**config.mk**
```make
export PLATFORM = sky130hd
export DESIGN_NAME = cbd_exec
export DESIGN_NICKNAME = d
export VERILOG_FILES = /design/src/shared/cbd_pkg.sv /design/src/core/cbd_exec.sv
export VERILOG_INCLUDE_DIRS = /design/src /design/src/shared
export SDC_FILE = /design/constraint.sdc
export NUM_CORES = 1
export LEC_CHECK = 0
export BUFFER_PORTS_ARGS = -buffer_cell sky130_fd_sc_hd__buf_4
export CORE_MARGIN = 2
export CORE_UTILIZATION = 49
export CTS_CLUSTER_DIAMETER = 80
export DETAILED_ROUTE_END_ITERATION = 12
export PLACE_DENSITY = 0.73
export SLEW_MARGIN = 20
export SYNTH_ARGS = -nofsm -noshare
export SYNTH_HDL_FRONTEND = slang
export SYNTH_SLANG_ARGS = --single-unit
export TNS_END_PERCENT = 20
```
**constraint.sdc**
```tcl
create_clock -name ref_clk -period 4 [get_ports ref_clk]
set_input_delay 0.4 -clock ref_clk [delete_from_list [all_inputs] [get_ports ref_clk]]
set_output_delay 0.4 -clock ref_clk [all_outputs]
set_load 0.03 [all_outputs]
```
**src/shared/cbd_defines.svh**
```systemverilog
// offsets, field positions, opcodes and reset values for the compare/adjust/decrement unit
`ifndef CBD_DEFINES_SVH
`define CBD_DEFINES_SVH
`define CBD_OFF_ACC 4'h0
`define CBD_OFF_STATUS 4'h4
`define CBD_OFF_BANK 4'h8
`define CBD_OFF_EXEC 4'hC
`define CBD_FLAG_C 0
`define CBD_FLAG_DC 1
`define CBD_FLAG_Z 2
`define CBD_FLAG_OV 3
`define CBD_FLAG_N 4
`define CBD_BIT_DEST 9
`define CBD_BIT_WIN 8
`define CBD_CMP_PAT 7'h30
`define CBD_DAW_OP 16'h0007
`define CBD_DEC_PAT 6'h01
`define CBD_ACCESS_BANK 4'h0
`define CBD_BCD_LIMIT 4'h9
`define CBD_BCD_FIX 4'h6
`define CBD_NOP_ONE 2'h1
`define CBD_NOP_TWO 2'h2
`define CBD_RST_ACC 8'h00
`define CBD_RST_STATUS 5'h00
`define CBD_RST_BANK 4'h0
`endif

```
**src/shared/cbd_pkg.sv**
```systemverilog
// types for the compare/adjust/decrement unit
package cbd_pkg;
  typedef enum logic [1:0] {OP_NONE, OP_CMP, OP_DAW, OP_DEC} cbd_op_e;
  typedef enum logic [1:0] {PH_Q1, PH_Q2, PH_Q3, PH_Q4} cbd_phase_e;
endpackage

```
**src/core/cbd_exec.sv**
```systemverilog
// execution unit for compare-skip-less, decimal adjust and decrement-register
// Summary of operation
// - 0110 000a ffff ffff decodes as compare-skip-less; bit 8 window, low byte address.
// - compare register with accumulator unsigned; no result written, flags untouched.
// - register below accumulator: drop fetched instruction, run a no-op cycle instead.
// - one cycle, two when skipping, three when skipped instruction has two words.
// - window bit 0 uses fixed access bank; 1 uses bank pointer.
// - low nibble above 9 or half carry set: add 6 to low nibble.
// - high nibble above 9 or carry set: add 6 to high nibble.
// - decimal adjust changes only carry and half carry; carry may be set.
// - 0x0007 is decimal adjust; read accumulator phase two, write phase four; here it is read in phase four.
// - 0000 01da ffff ffff is decrement; bit 9 target, bit 8 window, one cycle.
// - decrement gives register minus one; target 0 accumulator, 1 register.
// - decrement updates carry, half carry, sign, wrap and zero from result.
//
// Decided for this implementation: the address map and the address-and-strobe port.
`timescale 1ns/10ps
`default_nettype none
`include "cbd_defines.svh"
module cbd_exec (
  input wire logic ref_clk,
  input wire logic rst,
  input wire logic [15:0] instr,
  input wire logic instr_valid,
  output logic instr_ready,
  input wire logic next_is_two_word,
  output logic flush_fetch,
  output logic nop_cycle,
  output logic [11:0] mem_addr,
  output logic mem_rd,
  input wire logic [7:0] mem_rdata,
  output logic mem_we,
  output logic [7:0] mem_wdata,
  input wire logic [3:0] reg_addr,
  input wire logic [7:0] reg_wdata,
  input wire logic reg_we,
  input wire logic reg_re,
  output logic [7:0] reg_rdata
);
  import cbd_pkg::*;

  cbd_phase_e ph_r;
  cbd_op_e op_r;
  logic [7:0] acc_r;
  logic [4:0] status_r;
  logic [3:0] bank_r;
  logic [1:0] nop_cnt_r;
  logic lt_r;
  logic dest_r;
  logic [7:0] res_r;
  logic [4:0] dec_flags_r;
  logic flush_r;
  logic [11:0] mem_addr_r;
  logic mem_rd_r;
  logic mem_we_r;
  logic [7:0] mem_wdata_r;
  logic [7:0] reg_rdata_r;

  ////////////////////////////////////////////////////////////////////////////
  // decode
  wire accept = (ph_r == PH_Q1) && (nop_cnt_r == 2'h0) && instr_valid;
  wire is_cmp = (instr[15:9] == `CBD_CMP_PAT);
  wire is_daw = (instr == `CBD_DAW_OP);
  wire is_dec = (instr[15:10] == `CBD_DEC_PAT);
  wire cbd_op_e dec_op = is_cmp ? OP_CMP : is_daw ? OP_DAW : is_dec ? OP_DEC : OP_NONE;
  // window bit picks the access bank or the bank pointer
  wire [3:0] win_bank = instr[`CBD_BIT_WIN] ? bank_r : `CBD_ACCESS_BANK;
  wire needs_mem = is_cmp || is_dec;

  ////////////////////////////////////////////////////////////////////////////
  // datapath
  wire reg_lt = (mem_rdata < acc_r);
  wire [7:0] dec_res = mem_rdata - 8'h01;
  wire dec_c = (mem_rdata != 8'h00);
  wire dec_dc = (mem_rdata[3:0] != 4'h0);
  wire dec_ov = (mem_rdata == 8'h80);
  wire [4:0] dec_flags = {dec_res[7], dec_ov, (dec_res == 8'h00), dec_dc, dec_c};
  // high fix tests the unadjusted high nibble, so a digit carried in by the low fix is not caught
  wire lo_fix = (acc_r[3:0] > `CBD_BCD_LIMIT) || status_r[`CBD_FLAG_DC];
  wire hi_fix = (acc_r[7:4] > `CBD_BCD_LIMIT) || status_r[`CBD_FLAG_C];
  wire [8:0] daw_s1 = {1'b0, acc_r} + {5'h00, (lo_fix ? `CBD_BCD_FIX : 4'h0)};
  wire [8:0] daw_s2 = daw_s1 + {1'b0, (hi_fix ? `CBD_BCD_FIX : 4'h0), 4'h0};
  wire daw_dc = lo_fix && ({1'b0, acc_r[3:0]} + {1'b0, `CBD_BCD_FIX} > 5'h0F);
  wire daw_c = daw_s2[8] || status_r[`CBD_FLAG_C];

  ////////////////////////////////////////////////////////////////////////////
  // bus decode
  wire wr_acc = reg_we && (reg_addr == `CBD_OFF_ACC);
  wire wr_status = reg_we && (reg_addr == `CBD_OFF_STATUS);
  wire wr_bank = reg_we && (reg_addr == `CBD_OFF_BANK);
  wire [7:0] exec_view = {3'h0, lt_r, nop_cnt_r, ph_r};
  wire [7:0] rd_mux = (reg_addr == `CBD_OFF_ACC) ? acc_r :
                      (reg_addr == `CBD_OFF_STATUS) ? {3'h0, status_r} :
                      (reg_addr == `CBD_OFF_BANK) ? {4'h0, bank_r} :
                      (reg_addr == `CBD_OFF_EXEC) ? exec_view : 8'h00;
  wire q4 = (ph_r == PH_Q4);
  wire exec_acc = q4 && ((op_r == OP_DAW) || ((op_r == OP_DEC) && !dest_r));
  wire exec_flags = q4 && ((op_r == OP_DAW) || (op_r == OP_DEC));

  assign instr_ready = (ph_r == PH_Q1) && (nop_cnt_r == 2'h0);
  assign flush_fetch = flush_r;
  assign nop_cycle = (nop_cnt_r != 2'h0);
  assign mem_addr = mem_addr_r;
  assign mem_rd = mem_rd_r;
  assign mem_we = mem_we_r;
  assign mem_wdata = mem_wdata_r;
  assign reg_rdata = reg_rdata_r;

  ////////////////////////////////////////////////////////////////////////////
  // phase sequencer
  always_ff @(posedge ref_clk or posedge rst) begin
    if (rst) begin
      ph_r <= PH_Q1;
    end else begin
      case (ph_r)
        PH_Q1: ph_r <= PH_Q2;
        PH_Q2: ph_r <= PH_Q3;
        PH_Q3: ph_r <= PH_Q4;
        PH_Q4: ph_r <= PH_Q1;
        default: ph_r <= PH_Q1;
      endcase
    end
  end

  always_ff @(posedge ref_clk or posedge rst) begin
    if (rst) begin
      op_r <= OP_NONE;
      dest_r <= 1'b0;
      mem_addr_r <= 12'h000;
    end else if (ph_r == PH_Q1) begin
      op_r <= accept ? dec_op : OP_NONE;
      dest_r <= instr[`CBD_BIT_DEST];
      mem_addr_r <= {win_bank, instr[7:0]};
    end
  end

  // memory read in Q2, data returns in Q3
  always_ff @(posedge ref_clk or posedge rst) begin
    if (rst) begin
      mem_rd_r <= 1'b0;
    end else begin
      mem_rd_r <= accept && needs_mem;
    end
  end

  always_ff @(posedge ref_clk or posedge rst) begin
    if (rst) begin
      lt_r <= 1'b0;
      res_r <= 8'h00;
      dec_flags_r <= 5'h00;
    end else if (ph_r == PH_Q3) begin
      lt_r <= (op_r == OP_CMP) && reg_lt;
      res_r <= dec_res;
      dec_flags_r <= dec_flags;
    end
  end

  // register-destination write strobe stands in Q4
  always_ff @(posedge ref_clk or posedge rst) begin
    if (rst) begin
      mem_we_r <= 1'b0;
      mem_wdata_r <= 8'h00;
    end else begin
      mem_we_r <= (ph_r == PH_Q3) && (op_r == OP_DEC) && dest_r;
      mem_wdata_r <= (ph_r == PH_Q3) ? dec_res : mem_wdata_r;
    end
  end

  ////////////////////////////////////////////////////////////////////////////
  // skip control
  always_ff @(posedge ref_clk or posedge rst) begin
    if (rst) begin
      nop_cnt_r <= 2'h0;
      flush_r <= 1'b0;
    end else begin
      flush_r <= q4 && (op_r == OP_CMP) && lt_r;
      if (q4 && (nop_cnt_r != 2'h0)) begin
        nop_cnt_r <= nop_cnt_r - 2'h1;
      end else if (q4 && (op_r == OP_CMP) && lt_r) begin
        nop_cnt_r <= next_is_two_word ? `CBD_NOP_TWO : `CBD_NOP_ONE;
      end
    end
  end

  ////////////////////////////////////////////////////////////////////////////
  // architectural state; execution wins over a same-cycle bus write
  always_ff @(posedge ref_clk or posedge rst) begin
    if (rst) begin
      acc_r <= `CBD_RST_ACC;
    end else if (exec_acc) begin
      acc_r <= (op_r == OP_DAW) ? daw_s2[7:0] : res_r;
    end else if (wr_acc) begin
      acc_r <= reg_wdata;
    end
  end

  always_ff @(posedge ref_clk or posedge rst) begin
    if (rst) begin
      status_r <= `CBD_RST_STATUS;
    end else if (exec_flags && (op_r == OP_DAW)) begin
      status_r <= {status_r[4:2], daw_dc, daw_c};
    end else if (exec_flags) begin
      status_r <= dec_flags_r;
    end else if (wr_status) begin
      status_r <= reg_wdata[4:0];
    end
  end

  always_ff @(posedge ref_clk or posedge rst) begin
    if (rst) begin
      bank_r <= `CBD_RST_BANK;
      reg_rdata_r <= 8'h00;
    end else begin
      bank_r <= wr_bank ? reg_wdata[3:0] : bank_r;
      reg_rdata_r <= reg_re ? rd_mux : 8'h00;
    end
  end
endmodule
`default_nettype wire

```
==> impl_metrics.csv <==
group,metric,value,unit
logic_synthesis,synthTopCellsByArea,"dfrtp_1 (44%), ha_1 (7.7%), mux2_2 (5.0%)",
route,wl_per_cell,16.66,um
sta,setup_viol,0,
grt,grt_use_total,0.2384,
finish,area_growth,22.74,%
outcome,outcome,"completed",
power_and_ir_drop,clock_power_share,0.290,
floorplanning,die-area,7609,um2
cts,cts.sink_count,60,
power_and_ir_drop,pwr-share-seq,0.425,
cts,cts_tree,"yes",
route,drtPass1Iterations,6,
logic_synthesis,muxShareOfSynthArea,0.08220,
logic_synthesis,synth-adder-area-share,0.08330,
sta,finalSetupTns,0,ps
logic_synthesis,syn_inst,345,
setup_path,cp-end-kind,"flop",
sta,worstMarginPinSlew,949.3,ps
sta,rsz0062_at_grt,"false",
cts,htreeDepth,3,
route,vias,2831,
finish,antenna-diode-count,0,
logic_synthesis,synth_top_area_share,0.4423,
cts,root_buffer,"clkbuf_8",
setup_path,path_cells,"o21ai_0, nand2b_1, ha_1, fa_1, a41o_1, a21oi_1, xnor2_1, a211oi_1",
run,maxCapViolCount,0,
setup_path,r2r-end,"acc_r[7]$_DFFE_PP0P_",
finish,final_nets,479,
setup_path,cp_max_fo,5,
min_path,hold_class,"input port to async pin",
route,drt_iter0_markers,173,
logic_synthesis,async_flop_share,1.000,
grt,grt_pass1_vias,2905,
power_and_ir_drop,p_leak,1.984,nW
sta,fin_crit,2377,ps
logic_synthesis,synth_warnings,0,
cts,post_cts_buffers,0,
floorplanning,ios,75,
setup_path,startpoint_type,"flop",
place,io_buffer_count,74,
power_and_ir_drop,p_int,0.001174,W
power_and_ir_drop,switching_share,0.3312,
setup_path,worstPathRequired,4250,ps
finish,final_common_cell,"buf_4",
route,drc,0,
logic_synthesis,syn_area,3395,um2
power_and_ir_drop,power.net_switching,0.0005815,W
sta,whs,155.0,ps
grt,grt_max_degree,32,
cts,ctsHoldBuffers,0,
power_and_ir_drop,combPwrFrac,0.285,
route,routed_wirelength,8331,um
grt,overflow,0,
floorplanning,start_util,0.5024,
sta,finalClockSkew,9.107,ps
cts,post_cts_resize_count,0,
cts,clock_path_buffers,2,
setup_path,crit_path_max_incr_delay,440,ps
sta,relSlewSlack,0.3671,
logic_synthesis,ys_types,49,
logic_synthesis,yosysSeqAreaShare,0.4423,
finish,drive_gt1_frac,0.2690,
finish,instances_no_fill,500,
logic_synthesis,synth-edff-count,0,
finish,nFillCells,587,
sta,timing.final.hold_violations,0,
grt,antenna_found_initial,0,
sta,period_share,0.5943,
setup_path,r2r_slack,1620,ps
logic_synthesis,synth-simple-area-share,0.1589,
logic_synthesis,synth_top_cell_by_area,"dfrtp_1",
logic_synthesis,post_synth_xor_area_fraction,0.02838,
cts,numCtsBuffers,9,
power_and_ir_drop,power,0.001756,W
route,ant_nets,0,
power_and_ir_drop,ir_worst_vdd,0.0002334,V
place,hpwl,6334,um
floorplanning,dieWidth,87.23,um
logic_synthesis,ys.flop_type,"dfrtp_1",
setup_path,path_class,"flop to flop",
logic_synthesis,syn_avg_cell_area,9.839,um2
finish,final_cell_mix,"buf_4 (75), dfrtp_1 (60), nand2_1 (35)",
setup_path,worst_ep_arrival_time,2630,ps
floorplanning,row_count,30,
sta,max_freq,420.7,MHz
cts,path_clk_slew,70,ps
place,place_inst,484,
cts,clk_latency,330,ps
floorplanning,chipHeight,87.23,um
route,routed_via_density,5.662,
sta,maxSlewViolCount,0,
grt,grt_pass1_wl,14010,um
floorplanning,core_area,6756,um2
setup_path,crit_slowest_cell,"dfrtp_1",
logic_synthesis,synth_top_family_by_area,"simple AND/OR/NAND/NOR gates",
logic_synthesis,synth_compound_gate_area_share,0.1541,
setup_path,r2r-start,"acc_r[2]$_DFFE_PP0P_",
power_and_ir_drop,power.density,421.3,nW/um2
setup_path,r2r_cells,8,
logic_synthesis,ys_ff_latch,60,
logic_synthesis,synth.net_count,409,
place,gp_congestion,0.9200,
synth_stat cells, types with 2 or more instances:
cell / n
dfrtp_1: 60
nand2_1: 35
inv_1: 25
nor2_1: 24
ha_1: 21
a21oi_1: 19
mux2_2: 15
o21ai_0: 15
mux2i_1: 11
nand3_1: 11
a31oi_1: 8
clkbuf_1: 8
xnor2_1: 8
buf_2: 6
a211oi_1: 5
and3_1: 5
nand2b_1: 5
a311oi_1: 4
nor3_1: 4
nor3b_1: 4
o211ai_1: 4
o221ai_1: 4
o22ai_1: 4
and2_1: 3
nand3b_1: 3
nor2b_1: 3
o31ai_1: 3
xor2_1: 3
a21o_1: 2
a2bb2oi_1: 2
nor4_1: 2
nor4b_1: 2
worst max-delay path: cells and delay by family (launching register included):
family / cells / cell delay, ps
xor+xnor: 1 / 90
simple gates: 1 / 170
fa+ha+maj: 2 / 670
flops: 1 / 440
compound gates: 4 / 930
state kept, by name, indices dropped and copies added (netlist names), 4 cells and up:
register	flops
bank_r	4
mem_addr	12
reg_rdata	8
dec_flags_r	5
mem_wdata	7
acc_r	8
status_r	5
worst max-delay path by stage:
| stage | startpoint | to | slack [ps] | cells past startpoint |
|---|---|---|---|---|
| 5_1_grt | acc_r[2]$_DFFE_PP0P_ | acc_r[7]$_DFFE_PP0P_ | 1350 | 8 |
| 3_3_place_gp | acc_r[3]$_DFFE_PP0P_ | acc_r[7]$_DFFE_PP0P_ | 1770 | 8 |
| 3_5_place_dp | acc_r[2]$_DFFE_PP0P_ | acc_r[7]$_DFFE_PP0P_ | 1660 | 8 |
| 4_1_cts | acc_r[2]$_DFFE_PP0P_ | acc_r[7]$_DFFE_PP0P_ | 1640 | 8 |
| 2_1_floorplan | acc_r[3]$_DFFE_PP0P_ | acc_r[7]$_DFFE_PP0P_ | 1850 | 9 |
| 6_report | acc_r[2]$_DFFE_PP0P_ | acc_r[7]$_DFFE_PP0P_ | 1620 | 8 |
cells by family (layout without fill, tap and decap cells):
family	count (synthesis)	in the layout
XOR/XNOR	11	11
buffers and inverters	41	116
AO/OA/AOI/OAI	79	79
AND/OR/NAND/NOR	106	106
adder cells (fa/ha/maj)	22	22
multiplexers	26	26
flip-flops	60	60
metal layers:
metal	up-vias	wire (um)	share of wire	track usage
li1	1367	-	-	-
met1	1375	3708	0.45	0.3242
met2	77	4140	0.50	0.3775
met3	12	323	0.039	0.03791
met4	0	159	0.019	0.1035
met5	-	0	0	0
power groups by stage:
stage          Combinational, W  Sequential (W)  Clock, W
2_1_floorplan          0.000320        0.000764         0
3_3_place_gp           0.000490        0.000752         0
3_5_place_dp           0.000498        0.000754         0
4_1_cts                0.000502        0.000744  0.000523
5_1_grt                0.000566        0.000756  0.000547
6_report               0.000500        0.000745  0.000510
through the flow:
step                area (um2)  setup WS [ps]    util
global route              4167           1350  0.6167
global placement          3979           1766  0.5889
floorplan                 3395           1846       -
detailed placement        3979           1658  0.5889
finish                    4167           1623  0.6167
CTS                       4167           1637  0.6167
layout make-up:
| cell class | count | area (um2) | area share |
|---|---|---|---|
| clock buffers | 12 | 165.2 | 0.03964 |
| clock inverters | 4 | 22.52 | 0.005405 |
| inverters | 25 | 93.84 | 0.02252 |
| multi-input cells | 244 | 1720 | 0.4129 |
| flip-flops and latches | 60 | 1501 | 0.3604 |
| well taps | 80 | 100.1 | 0.02402 |
| repair buffers | 75 | 563.0 | 0.1351 |
No activity file was read; power rests on OpenSTA's default activity.
